### config.mk
export PLATFORM = sky130hd
export DESIGN_NAME = iaau_top
export DESIGN_NICKNAME = d
export VERILOG_FILES = /design/src/hdl/iaau_pkg.sv /design/src/hdl/iaau_autoinc.sv /design/src/hdl/iaau_fixmap.sv /design/src/hdl/iaau_top.sv
export VERILOG_INCLUDE_DIRS = /design/src /design/src/hdl
export SDC_FILE = /design/constraint.sdc
export NUM_CORES = 1
export LEC_CHECK = 0
export BUFFER_PORTS_ARGS = -buffer_cell sky130_fd_sc_hd__buf_2
export CORE_MARGIN = 1.5
export CORE_UTILIZATION = 30
export DETAILED_ROUTE_END_ITERATION = 7
export PLACE_DENSITY = 0.44
export SYNTH_ARGS = -nofsm -noshare
export SYNTH_HDL_FRONTEND = slang
export SYNTH_SLANG_ARGS = --single-unit
### constraint.sdc
create_clock -name sys_clk -period 3.6 [get_ports sys_clk]
set_input_delay 0.36 -clock sys_clk [delete_from_list [all_inputs] [get_ports sys_clk]]
set_output_delay 0.36 -clock sys_clk [all_outputs]
set_load 0.02 [all_outputs]
### src/hdl/iaau_cfg.svh
// Fixed locations, field positions, reset values and counts of the
// indirect address and auto-index unit.
// Assumes a 14-bit byte address of six page bits and eight byte bits.
`ifndef IAAU_CFG_SVH
`define IAAU_CFG_SVH

// Restart points, fixed in hardware
`define IAAU_RESTART_STD    14'h0000
`define IAAU_RESTART_ACP    14'h017C

// Interrupt service table
`define IAAU_INT_BASE       14'h0100
`define IAAU_INT_MAX_LINES  8
`define IAAU_INT_STD_LINES  4

// Read-only low core when the auto load panel is fitted
`define IAAU_LOW_ROM_BYTES  64

// Address word fields
`define IAAU_AIDX_BIT       15
`define IAAU_ASKP_BIT       14
`define IAAU_ADDR_W         14
`define IAAU_PAGE_BYTES     256

// Skip and link distances and end-of-page byte
`define IAAU_SKIP_BYTES     14'h0002
`define IAAU_LINK_BYTES     14'h0002
`define IAAU_BYTE_LAST      8'hFF

// Reset values
`define IAAU_LC_RESET       14'h0000

`endif

### src/hdl/iaau_pkg.sv
// Types shared by the indirect address and auto-index unit.
// Assumes the field layout of iaau_cfg.svh.
package iaau_pkg;

   // Operations requested by the instruction sequencer
   typedef enum logic [2:0] {
      IAAU_OP_DIRECT  = 3'h0,
      IAAU_OP_IND     = 3'h1,
      IAAU_OP_BR_IND  = 3'h2,
      IAAU_OP_BRANCH_AND_LINK     = 3'h3,
      IAAU_OP_INCREMENT_SKIP_ZERO = 3'h4,
      IAAU_OP_TEST_AND_SKIP       = 3'h5,
      IAAU_OP_INTR    = 3'h6,
      IAAU_OP_RESTART = 3'h7
   } iaau_op_type;

   // Gray along read-high, read-low, write-low, finish
   typedef enum logic [2:0] {
      IAAU_ST_IDLE   = 3'h0,
      IAAU_ST_RD_HI  = 3'h1,
      IAAU_ST_RD_LO  = 3'h3,
      IAAU_ST_WR_LO  = 3'h7,
      IAAU_ST_FINISH = 3'h6,
      IAAU_ST_WR_HI  = 3'h4
   } iaau_state_type;

   // Sixteen-bit address word, flags on top
   typedef struct packed {
      logic       autoindex_flag;
      logic       autoskip_flag;
      logic [5:0] page;
      logic [7:0] byte_loc;
   } iaau_aword_type;

   // One request from the sequencer
   typedef struct packed {
      iaau_op_type op;
      logic [7:0]  disp;
      logic        zero_page;
      logic [13:0] instr_last;
      logic [13:0] lc;
      logic        carry;
      logic [2:0]  line;
   } iaau_cmd_type;

   // Answer to the sequencer
   typedef struct packed {
      logic [13:0] ea;
      logic [13:0] next_lc;
      logic        skip;
      logic        err;
   } iaau_res_type;

endpackage

### src/hdl/iaau_autoinc.sv
// Auto-index and auto-skip evaluation of one address word.
// Assumes the word arrives whole; purely combinational.
`timescale 1ns/1ps
`include "iaau_cfg.svh"

module iaau_autoinc (
   input  wire iaau_pkg::iaau_aword_type aword,
   output logic [13:0]                   ea,
   output logic [7:0]                    byte_next,
   output logic                          skip
);

   // Byte field bumps alone; its carry is dropped, page stays
   assign byte_next = aword.autoindex_flag ?
                      8'(aword.byte_loc + 8'h01) : aword.byte_loc;
   // Flags never reach the address
   assign ea        = {aword.page, byte_next};
   // Skip when auto-skip is flagged, unless the bumped byte sits at the end of the page
   assign skip      = aword.autoskip_flag &&
                      (byte_next != `IAAU_BYTE_LAST);

endmodule

### src/hdl/iaau_fixmap.sv
// Fixed hardware locations: restart point, service table, low core.
// Assumes the option straps are steady while the unit runs.
`timescale 1ns/1ps
`include "iaau_cfg.svh"

module iaau_fixmap #(
   parameter int INT_LINES = `IAAU_INT_MAX_LINES,
   parameter int ROM_BYTES = `IAAU_LOW_ROM_BYTES
) (
   input  wire logic [2:0]  line,
   input  wire logic        ext_fitted,
   input  wire logic        acp_fitted,
   input  wire logic        alp_fitted,
   input  wire logic [13:0] wr_addr,
   output logic [13:0]      vec_addr,
   output logic             line_ok,
   output logic [13:0]      restart_addr,
   output logic             write_ok
);

   logic [7:0] present;

   if (INT_LINES > 8 || INT_LINES < `IAAU_INT_STD_LINES) begin : g_bad
      $error("iaau_fixmap: INT_LINES out of range");
   end
   if (ROM_BYTES > `IAAU_PAGE_BYTES) begin : g_bad_rom
      $error("iaau_fixmap: ROM_BYTES above one page");
   end

   // Low lines always exist, the rest only with the extension
   for (genvar i = 0; i < 8; i++) begin : g_line
      assign present[i] = (i < `IAAU_INT_STD_LINES) ||
                          ((i < INT_LINES) && ext_fitted);
   end

   // Eight-byte block per line
   assign vec_addr     = 14'(`IAAU_INT_BASE + {8'h00, line, 3'h0});
   assign line_ok      = present[line];
   assign restart_addr = acp_fitted ? `IAAU_RESTART_ACP
                                    : `IAAU_RESTART_STD;
   // Frozen low core swallows writes
   assign write_ok     = !(alp_fitted && (wr_addr < 14'(ROM_BYTES)));

endmodule

### src/hdl/iaau_top.sv
// Effective address, auto-index and skip sequencing for a byte-wide
// page-addressed processor.
// Assumes core memory answers each held request with a one-cycle ack,
// read data valid with that ack, and straps steady after reset.
`timescale 1ns/1ps
`include "iaau_cfg.svh"

module iaau_top #(
   parameter int INT_LINES = `IAAU_INT_MAX_LINES,
   parameter int ROM_BYTES = `IAAU_LOW_ROM_BYTES
) (
   input  wire logic                 sys_clk,
   input  wire logic                 rst,
   input  wire logic                 cmd_valid,
   input  wire iaau_pkg::iaau_cmd_type cmd,
   output iaau_pkg::iaau_res_type    result,
   output logic                      done,
   output logic                      cmd_ready,
   input  wire logic                 acp_fitted,
   input  wire logic                 alp_fitted,
   input  wire logic                 ext_fitted,
   output logic                      mem_req,
   output logic                      mem_we,
   output logic [13:0]               mem_addr,
   output logic [7:0]                mem_wdata,
   input  wire logic                 mem_ack,
   input  wire logic [7:0]           mem_rdata
);

   if (`IAAU_ADDR_W != 14) begin : g_bad_w
      $error("iaau_top: address width must be 14");
   end

   ////////////////////////////////////////////////////////////////////
   // Declarations

   iaau_pkg::iaau_state_type state_q, state_d;
   iaau_pkg::iaau_op_type    op_q;
   iaau_pkg::iaau_res_type   res_d;
   iaau_pkg::iaau_aword_type aword_w;
   logic [13:0] ptr_q, link_q, lc_q;
   logic [7:0]  hi_q;
   logic        boot_q;
   logic        take, bus_done, is_wr_d, is_bus_d, rd_lo_end;
   logic [13:0] direct_ea, tgt_w, ptr_w, link_w, addr_d, vec_addr;
   logic [13:0] restart_addr, lo_addr_w, ai_ea;
   logic [7:0]  ai_byte, inc_val, wdata_d;
   logic        ai_skip, line_ok, write_ok, inc_zero;
   iaau_pkg::iaau_op_type op_w;

   ////////////////////////////////////////////////////////////////////
   // Decode of the request and of address sources

   assign take      = cmd_valid && cmd_ready;
   assign op_w      = take ? cmd.op : op_q;
   // Current page is the page of the instruction's last byte
   assign direct_ea = {cmd.zero_page ? 6'h00 : cmd.instr_last[13:8],
                       cmd.disp};
   assign tgt_w     = (cmd.op == iaau_pkg::IAAU_OP_INTR) ? vec_addr
                                                        : direct_ea;
   assign ptr_w     = take ? tgt_w : ptr_q;
   assign link_w    = take ? cmd.lc : link_q;
   // Counted byte sits at the pointer, word low half at +1
   assign lo_addr_w = (op_w == iaau_pkg::IAAU_OP_INCREMENT_SKIP_ZERO) ?
                      ptr_w : 14'(ptr_w + 14'h0001);
   // Bus cycle over when acked, or when a write was swallowed
   assign bus_done  = mem_ack || !mem_req;
   assign rd_lo_end = (state_q == iaau_pkg::IAAU_ST_RD_LO) && mem_ack;
   // Word assembled from the latched high byte and the arriving low
   assign aword_w   = {hi_q, mem_rdata};
   assign inc_val   = 8'(mem_rdata + 8'h01);
   assign inc_zero  = (inc_val == 8'h00);

   iaau_autoinc u_autoinc (
      .aword     (aword_w),
      .ea        (ai_ea),
      .byte_next (ai_byte),
      .skip      (ai_skip)
   );

   iaau_fixmap #(
      .INT_LINES (INT_LINES),
      .ROM_BYTES (ROM_BYTES)
   ) u_fixmap (
      .line         (cmd.line),
      .ext_fitted   (ext_fitted),
      .acp_fitted   (acp_fitted),
      .alp_fitted   (alp_fitted),
      .wr_addr      (addr_d),
      .vec_addr     (vec_addr),
      .line_ok      (line_ok),
      .restart_addr (restart_addr),
      .write_ok     (write_ok)
   );

   ////////////////////////////////////////////////////////////////////
   // Sequencer

   // Next state per operation
   always_comb begin
      state_d = state_q;
      unique case (state_q)
         iaau_pkg::IAAU_ST_IDLE: begin
            if (take) begin
               unique case (cmd.op)
                  iaau_pkg::IAAU_OP_IND,
                  iaau_pkg::IAAU_OP_BR_IND:  state_d = iaau_pkg::IAAU_ST_RD_HI;
                  iaau_pkg::IAAU_OP_INCREMENT_SKIP_ZERO:
                     state_d = iaau_pkg::IAAU_ST_RD_LO;
                  iaau_pkg::IAAU_OP_BRANCH_AND_LINK:
                     state_d = iaau_pkg::IAAU_ST_WR_HI;
                  iaau_pkg::IAAU_OP_INTR:    state_d = line_ok ?
                     iaau_pkg::IAAU_ST_WR_HI : iaau_pkg::IAAU_ST_FINISH;
                  default:                   state_d = iaau_pkg::IAAU_ST_FINISH;
               endcase
            end
         end
         iaau_pkg::IAAU_ST_RD_HI:
            if (mem_ack) state_d = iaau_pkg::IAAU_ST_RD_LO;
         // Write back only the low byte: flags and page untouched
         iaau_pkg::IAAU_ST_RD_LO:
            if (mem_ack) state_d =
               (op_q == iaau_pkg::IAAU_OP_INCREMENT_SKIP_ZERO ||
                aword_w.autoindex_flag) ?
               iaau_pkg::IAAU_ST_WR_LO : iaau_pkg::IAAU_ST_FINISH;
         iaau_pkg::IAAU_ST_WR_HI:
            if (bus_done) state_d = iaau_pkg::IAAU_ST_WR_LO;
         iaau_pkg::IAAU_ST_WR_LO:
            if (bus_done) state_d = iaau_pkg::IAAU_ST_FINISH;
         iaau_pkg::IAAU_ST_FINISH: state_d = iaau_pkg::IAAU_ST_IDLE;
         default:                  state_d = iaau_pkg::IAAU_ST_IDLE;
      endcase
   end

   // Bus address and data for the state being entered
   assign is_wr_d  = (state_d == iaau_pkg::IAAU_ST_WR_HI) ||
                     (state_d == iaau_pkg::IAAU_ST_WR_LO);
   assign is_bus_d = is_wr_d || (state_d == iaau_pkg::IAAU_ST_RD_HI) ||
                     (state_d == iaau_pkg::IAAU_ST_RD_LO);
   assign addr_d   = (state_d == iaau_pkg::IAAU_ST_RD_HI ||
                      state_d == iaau_pkg::IAAU_ST_WR_HI) ? ptr_w
                                                          : lo_addr_w;
   // Return address stored high byte first, flags clear
   assign wdata_d  = (state_d == iaau_pkg::IAAU_ST_WR_HI) ?
                        {2'h0, link_w[13:8]} :
                     !rd_lo_end ? link_w[7:0] :
                     (op_q == iaau_pkg::IAAU_OP_INCREMENT_SKIP_ZERO) ?
                        inc_val : ai_byte;

   ////////////////////////////////////////////////////////////////////
   // Answer to the sequencer

   always_comb begin
      res_d = result;
      if (take) begin
         res_d = '{ea: tgt_w, next_lc: cmd.lc, skip: 1'b0, err: 1'b0};
         unique case (cmd.op)
            iaau_pkg::IAAU_OP_TEST_AND_SKIP: begin
               res_d.skip    = !cmd.carry;
               res_d.next_lc = cmd.carry ? cmd.lc :
                               14'(cmd.lc + `IAAU_SKIP_BYTES);
            end
            iaau_pkg::IAAU_OP_BRANCH_AND_LINK:
               res_d.next_lc = 14'(tgt_w + `IAAU_LINK_BYTES);
            iaau_pkg::IAAU_OP_INTR: begin
               res_d.err     = !line_ok;
               res_d.next_lc = line_ok ?
                               14'(tgt_w + `IAAU_LINK_BYTES) : cmd.lc;
            end
            iaau_pkg::IAAU_OP_RESTART: begin
               res_d.ea      = restart_addr;
               res_d.next_lc = restart_addr;
            end
            default: ;
         endcase
      end else if (rd_lo_end) begin
         unique case (op_q)
            iaau_pkg::IAAU_OP_INCREMENT_SKIP_ZERO: begin
               res_d.skip    = inc_zero;
               res_d.next_lc = inc_zero ?
                               14'(lc_q + `IAAU_SKIP_BYTES) : lc_q;
            end
            iaau_pkg::IAAU_OP_BR_IND: begin
               res_d.ea      = ai_ea;
               res_d.next_lc = ai_ea;
            end
            default: begin
               // Incremented address used at once
               res_d.ea      = ai_ea;
               res_d.skip    = ai_skip;
               res_d.next_lc = ai_skip ?
                               14'(lc_q + `IAAU_SKIP_BYTES) : lc_q;
            end
         endcase
      end
   end

   ////////////////////////////////////////////////////////////////////
   // Registers

   // Sequencer state and operands
   always_ff @(posedge sys_clk) begin
      if (rst) begin
         state_q <= iaau_pkg::IAAU_ST_IDLE;
         op_q    <= iaau_pkg::IAAU_OP_DIRECT;
         ptr_q   <= `IAAU_LC_RESET;
         link_q  <= `IAAU_LC_RESET;
         lc_q    <= `IAAU_LC_RESET;
         hi_q    <= 8'h00;
      end else begin
         state_q <= state_d;
         op_q    <= op_w;
         ptr_q   <= ptr_w;
         link_q  <= link_w;
         if (take) lc_q <= cmd.lc;
         if (state_q == iaau_pkg::IAAU_ST_RD_HI && mem_ack)
            hi_q <= mem_rdata;
      end
   end

   // Bus outputs; a swallowed low-core write raises no request
   always_ff @(posedge sys_clk) begin
      if (rst) begin
         mem_req   <= 1'b0;
         mem_we    <= 1'b0;
         mem_addr  <= `IAAU_LC_RESET;
         mem_wdata <= 8'h00;
      end else begin
         mem_req   <= is_bus_d && (!is_wr_d || write_ok);
         // Qualifiers frozen while a request waits on a slow module
         if (!mem_req || mem_ack) begin
            mem_we    <= is_wr_d;
            mem_addr  <= addr_d;
            mem_wdata <= wdata_d;
         end
      end
   end

   // Answer; power-up restart caught one cycle after release
   always_ff @(posedge sys_clk) begin
      if (rst) begin
         result    <= '{ea: `IAAU_LC_RESET, next_lc: `IAAU_LC_RESET,
                        skip: 1'b0, err: 1'b0};
         boot_q    <= 1'b1;
         done      <= 1'b0;
         cmd_ready <= 1'b0;
      end else begin
         boot_q    <= 1'b0;
         done      <= (state_d == iaau_pkg::IAAU_ST_FINISH);
         cmd_ready <= (state_d == iaau_pkg::IAAU_ST_IDLE) && !boot_q;
         if (boot_q)
            result <= '{ea: restart_addr, next_lc: restart_addr,
                        skip: 1'b0, err: 1'b0};
         else
            result <= res_d;
      end
   end
endmodule

==> run summary, run 1 <==
Vias in the first global route: 6674
CP bufs+invs: 0
Worst Tran Pin Value: 0.986 ns
CTS buffer count: 17
Avg Inst Size Synth: 7.46 µm²
Initial DRC count: 560
Die height: 156 µm
GRT Util Overall: 22.0%
ANT nets after route: 0
Syn_nets: 1000
Clock transition at path regs: 0.06 ns
Die area: 24200 µm²
FFs w/ async S/R, synth: 0%
RSZ-0062 raised after global routing: false
Crit-path slowest cell: dfxtp_1
Gate Count Post-Synth: 936
Setup violators final: 0
Pin count of the biggest net entering global routing: 76
# IOs: 115
Tcrit/Tclk final: 84.4%
Relative slew slack: 33.6%
Top post-synthesis cells by count: nand2_1 (128), nor2_1 (127), dfxtp_1 (113)
Layout cells sized above 1: 17.9%
Area fraction of the dominant cell type after synthesis: 32.4%
Routed vias: 7275
Max Used Layer: met4
CP Class: reg2reg
Crit Path Max Fanout: 10
Worst setup SP type: flip-flop
Worst vdd ir: 221 µV
Status: completed
Post-cts repair resize count: 0
Die Width: 156 µm
# fillers: 2489
First-pass DRT Iterations: 5
Final min period: 3.04 ns
Ranking of synthesized cells by area: dfxtp_1 (32%), a21oi_1 (7.1%), nand2_1 (6.9%), nor2_1 (6.8%), xnor2_1 (4.4%)
Global-route wire length before repair: 40.4 mm
Crit-path max cell delay: 0.57 ns
Final hold violations: 0
Worst endpoint required time: 3.88 ns
WL/cell: 19.6 µm
F_max: 329 MHz
Post-CTS Setup Inserts: 0
P&R area growth vs syn: 18.7%
Met3 WL: 1.49 mm
# H-tree levels: 4
Clk_skew: 0.00932 ns
Most frequent cell after synthesis: nand2_1
Final wirelength: 26.3 mm
PwrDens: 572 nW/µm²
Antenna violations before repair: 0
Core box area: 22800 µm²
Max cap viols: 0
Placed wire-length estimate: 19.8 mm
Hold/Removal Path Class: in2reg
Post-synth EDFFs: 0
Sequential fraction of the synthesis area: 32.4%
Hold Buf Count CTS: 0
Synth Flop Type: dfxtp_1
TritonCTS clock tree: yes
Core Rows: 55
DRC: 0
Initial Util: 30.7%
Syn Std Cell Area: 6990 µm²
Slew Viols, Final: 0
RD Place Congestion: 0.900
Avg Vias per Cell: 5.40
DR WL met2: 11.9 mm
Synth warn: 0
Ant. Diodes: 0
Number of synthesized register bits: 113
Cells along the critical path: nand4_1 -> xor2_1 -> or2_1 -> o41a_1 -> mux2_4 -> nand2_2 -> xnor2_1 -> a2111oi_0 -> nor3_1
Clk sinks: 113
Synth cell types: 79
Clk buf depth: 2
Gr ovfl total: 0
Root Buffer: clkbuf_16
Post-synth top area cell: dfxtp_1
Clock latency reported for the late side of the worst-skew pair: 0.42 ns
Crit. End Element: flip-flop
Final TNS setup: 0 ns
WL met1: 12.6 mm
Leakage: 0.00331 µW
IO Port Bufs: 106
Arrival @ worst endpoint: 3.32 ns
Fin Hold WS: 0.302 ns
Critical path's top delay family: compound AO/OA/AOI/OAI gates
# nets final: 1085
## metrics by stage
stage               power, µW  util (%)  instances  setup WS (ns)  instance area, µm²
finish                   4750      36.4       1347          0.562                8290
global route             5030      36.4       1347          0.393                8290
CTS                      4780      36.4       1347          0.555                8290
detailed placement       3190      34.0       1315          0.345                7750
global placement         3190      34.0       1315          0.409                7750
floorplan                2670         -        936          0.635                6990
## flip-flops by register name, summed over array words and instances (netlist names), 3 cells and up
| name | cells |
|---|---|
| mem_wdata | 8 |
| lc_q | 14 |
| hi_q | 8 |
| ptr_q | 14 |
| op_q | 3 |
| result | 30 |
| link_q | 14 |
| mem_addr | 14 |
| state_q | 3 |
## final cells by class
class	count	area (µm²)	area share (%)
Timing Repair Buffer	131	733	8.84
Tap cell	313	392	4.72
Clock inverter	14	109	1.31
Multi-Input combinational cell	746	4320	52.1
Sequential cell	113	2260	27.3
Inverter	12	45.0	0.543
Clock buffer	18	429	5.18
## tightest hold or removal path, cell delays in order
cell and delay (ns):
buf_2 0.14, nand2_1 0.11, a21oi_1 0.07
## final timing paths
check | slack, ns | cells past startpoint | end | from
worst max-delay path | 0.56 | 9 | result[7] | hi_q[7]
worst min-delay path | 0.30 | 3 | lc_q[9] | cmd[13]
worst max register to register | 0.56 | 9 | result[7] | hi_q[7]
worst min register to register | 0.45 | 2 | mem_addr[1] | mem_addr[1]
## cell families (layout without fill, tap and decap cells)
logic type,after synthesis,count (layout),share of synthesized area [%]
AND/OR/NAND/NOR,424,424,29.2
AO/OA/AOI/OAI,245,245,22.2
flip-flops,113,113,32.4
buffers and inverters,77,175,5.86
XOR/XNOR,53,53,6.64
multiplexers,19,19,2.85
adder cells (fa/ha/maj),5,5,0.895
## placed cells by master (no fill, tap or decap), types with 8 or more instances in the layout
| cell | instances |
|---|---|
| nand2_1 | 127 |
| nor2_1 | 127 |
| dfxtp_1 | 113 |
| buf_2 | 105 |
| a21oi_1 | 99 |
| o21ai_0 | 43 |
| xnor2_1 | 35 |
| nor3_1 | 29 |
| nand3_1 | 27 |
| buf_4 | 25 |
| and3_1 | 19 |
| xor2_1 | 18 |
| a22oi_1 | 17 |
| clkbuf_16 | 17 |
| nand4_1 | 16 |
| mux2i_1 | 15 |
| nor2b_1 | 13 |
| inv_1 | 12 |
| a211oi_1 | 12 |
| a21boi_0 | 9 |
| o211ai_1 | 9 |
| a221o_1 | 8 |
## power by group
| group | leakage (µW) | switching, µW | internal, µW |
|---|---|---|---|
| Clock | 0.000261 | 689 | 886 |
| Combinational | 0.00213 | 1070 | 557 |
| Sequential | 0.000918 | 131 | 1410 |
## per-layer routing
metal  global-route usage [%]  up-vias
li1                         -     3510
met1                     31.3     3479
met2                     34.1      265
met3                     3.86       21
met4                     6.26        0
met5                        0        -
Note: power is estimated with default switching activity, not from simulation.
==> run 2: changes to the inputs <==
- ABC_AREA: default -> 1
- clock period: 3.6 -> 2.88 ns (I/O delays scaled with it)
==> run 2 against run 1 <==
Effect of this change: sequential cell count unchanged; final cell count rose by 18%; utilization rose by 0.74 points; area after synthesis rose by 4.6%; register-to-register slack worse by 0.17 ns; wire length grew 5.1%; global-route usage decreased by 0.070 points; via count grew 8.3%; critical path type unchanged; largest cell class unchanged; highest routed layer unchanged.
==> run summary, run 2 <==
Status: completed
Cells along the critical path: inv_1 -> nand3_1 -> a21oi_1 -> nor2_2 -> nand2_4 -> o21ai_4 -> nand3_1 -> nor2_1 -> nand2_1 -> nand2_1 -> nand4_1 -> nor2_1 -> nor2_1
Antenna violations before repair: 0 (unchanged)
Clk sinks: 113 (unchanged)
Worst setup SP type: flip-flop
Core box area: 23700 µm² (+4.0%)
Placed wire-length estimate: 21.6 mm (+9.3%)
Critical path's top delay family: simple AND/OR/NAND/NOR gates
Initial Util: 30.9% (+0.19 points)
PwrDens: 740 nW/µm² (+29%)
Pin count of the biggest net entering global routing: 42 (-45%)
Max cap viols: 0 (unchanged)
CTS buffer count: 17 (unchanged)
Final Util: 37.1% (+0.74 points)
Slew Viols, Final: 0 (unchanged)
Hold/Removal Path Class: in2reg
Synth cell types: 47 (-41%)
Layout cells sized above 1: 19.0% (+1.1 points)
Clk buf depth: 2 (unchanged)
Final hold violations: 0 (unchanged)
Tcrit/Tclk final: 86.5% (+2.1 points)
Die Width: 159 µm (+2.2%)
Gate Count Post-Synth: 1153 (+23%)
First-pass DRT Iterations: 5 (unchanged)
Syn_nets: 1217 (+22%)
Global-route wire length before repair: 43.0 mm (+6.5%)
Sequential fraction of the synthesis area: 31.0% (-1.4 points)
Clk_skew: 0.00920 ns (-0.000121 ns)
WL/cell: 17.5 µm (-11%)
Arrival @ worst endpoint: 2.81 ns (-0.51 ns)
Hold Buf Count CTS: 0 (unchanged)
CP bufs+invs: 1 (+1)
Ant. Diodes: 0 (unchanged)
Final TNS setup: 0 ns (unchanged)
Most frequent cell after synthesis: nand2_1
Pwr Total: 6510 µW (+37%)
# IOs: 115 (unchanged)
Final wirelength: 27.7 mm (+5.1%)
Synth warn: 0 (unchanged)
Post-cts repair resize count: 0 (unchanged)
Top post-synthesis cells by count: nand2_1 (301), inv_1 (123), dfxtp_1 (113)
Crit Path Max Fanout: 18 (+8)
Vias in the first global route: 7383 (+11%)
Die height: 159 µm (+2.2%)
Ranking of synthesized cells by area: dfxtp_1 (31%), nand2_1 (15%), nand3_1 (6.8%), inv_1 (6.3%), a21oi_1 (6.0%)
P&R area growth vs syn: 20.4%
Area fraction of the dominant cell type after synthesis: 31.0% (-1.4 points)
Core Rows: 56 (+1.8%)
Clock transition at path regs: 0.06 ns (about the same)
GRT Util Overall: 22.0% (-0.070 points)
Worst vdd ir: 351 µV (+58%)
Avg Vias per Cell: 4.97 (-8.0%)
Avg Inst Size Synth: 6.34 µm² (-15%)
Die area: 25300 µm² (+4.5%)
FFs w/ async S/R, synth: 0% (unchanged)
RSZ-0062 raised after global routing: false
Worst endpoint required time: 3.19 ns (-0.69 ns)
Place WS: 0.290 ns (-0.0550 ns)
Max FFs per register: 30 (unchanged)
Crit-path slowest cell: nand3_1
Crit. End Element: flip-flop
Clock latency reported for the late side of the worst-skew pair: 0.42 ns (about the same)
TritonCTS clock tree: yes
ANT nets after route: 0 (unchanged)
Syn Std Cell Area: 7310 µm² (+4.6%)
Crit-path max cell delay: 0.43 ns (-0.14 ns)
Gr ovfl total: 0 (unchanged)
IO Port Bufs: 106 (unchanged)
Final min period: 2.49 ns (-0.547 ns)
Synth Flop Type: dfxtp_1
Routed vias: 7882 (+8.3%)
DRC: 0 (unchanged)
Final WS setup: 0.389 ns (-0.173 ns)
R2r setup slk: 0.39 ns (-0.17 ns)
Initial DRC count: 542 (-3.2%)
Leakage: 0.00417 µW (+26%)
Post-synth EDFFs: 0 (unchanged)
Relative slew slack: 55.3% (+22 points)
F_max: 401 MHz (+22%)
Most frequent cells in the layout: nand2_1 (300), inv_1 (123), dfxtp_1 (113), buf_2 (106), nor2_1 (100)
Post-synth top area cell: dfxtp_1
RD Place Congestion: 0.860 (-4.4%)
Commonest non-fill, non-tap cell in the layout: nand2_1
Post-CTS Setup Inserts: 0 (unchanged)
CP Class: reg2reg
Worst Tran Pin Value: 0.664 ns (-0.322 ns)
Number of synthesized register bits: 113 (unchanged)
Setup violators final: 0 (unchanged)
# nets final: 1318 (+21%)
Reg with most FFs: result
# H-tree levels: 4 (unchanged)
Root Buffer: clkbuf_16
Critical Path Most Common Cell: nor2_1
[run 2: per-layer routing]
| metal | part of all wire [%] | routed length [µm] | track usage (%) | vias to the layer above |
|---|---|---|---|---|
| li1 | - | - | - | 4006 |
| met3 | 4.8 | 1330 | 3.36 | 23 |
| met4 | 1.8 | 511 | 6.39 | 0 |
| met2 | 45 | 12500 | 35.0 | 230 |
| met1 | 48 | 13300 | 30.5 | 3623 |
| met5 | 0 | 0 | 0 | - |
[run 2: final cells by class]
class / count / area (µm²)
Fill cell: 2692 / 14900
Multi-Input combinational cell: 855 / 4310
Sequential cell: 113 / 2260
Timing Repair Buffer: 126 / 681
Inverter: 141 / 529
Clock buffer: 18 / 429
Tap cell: 319 / 399
Clock inverter: 14 / 183
[run 2: worst register-to-register path, stage by stage (launching register included)]
cell,delay (ns)
dfxtp_1,0.30
inv_1,0.06
nand3_1,0.43
a21oi_1,0.18
nor2_2,0.22
nand2_4,0.10
o21ai_4,0.43
nand3_1,0.18
nor2_1,0.12
nand2_1,0.05
nand2_1,0.08
nand4_1,0.08
nor2_1,0.11
nor2_1,0.05
[run 2: worst paths after layout]
path | start | to | depth (start not counted)
worst min-delay path | mem_rdata[4] | hi_q[4] | 3
worst min register to register | result[13] | result[13] | 2
worst max register to register | op_q[1] | mem_req | 13
worst max-delay path | op_q[1] | mem_req | 13
[run 2: logic make-up after synthesis]
group                      after synthesis  share of synthesized area [%]
and+or+nand+nor                        602                           37.9
xor gates and xnor gates                13                           1.56
DFF                                    113                           31.0
AOI/OAI and AO/OA                      235                           18.7
buffers and inverters                  185                           10.0
adders and majority gates                5                          0.856
[run 2: power breakdown]
part           internal (µW)  switching [µW]  leakage, µW
Clock                   1370             821     0.000288
Sequential              1790             158     0.000920
Combinational            706            1650      0.00296
Total                   3870            2630      0.00417
[run 2: stage by stage]
stage	cells	area (µm²)	hold slack, ns
floorplan	1153	7310	0.316
global placement	1554	8190	0.452
detailed placement	1554	8190	0.454
CTS	1586	8800	0.185
global route	1586	8800	0.219
finish	1586	8800	0.208
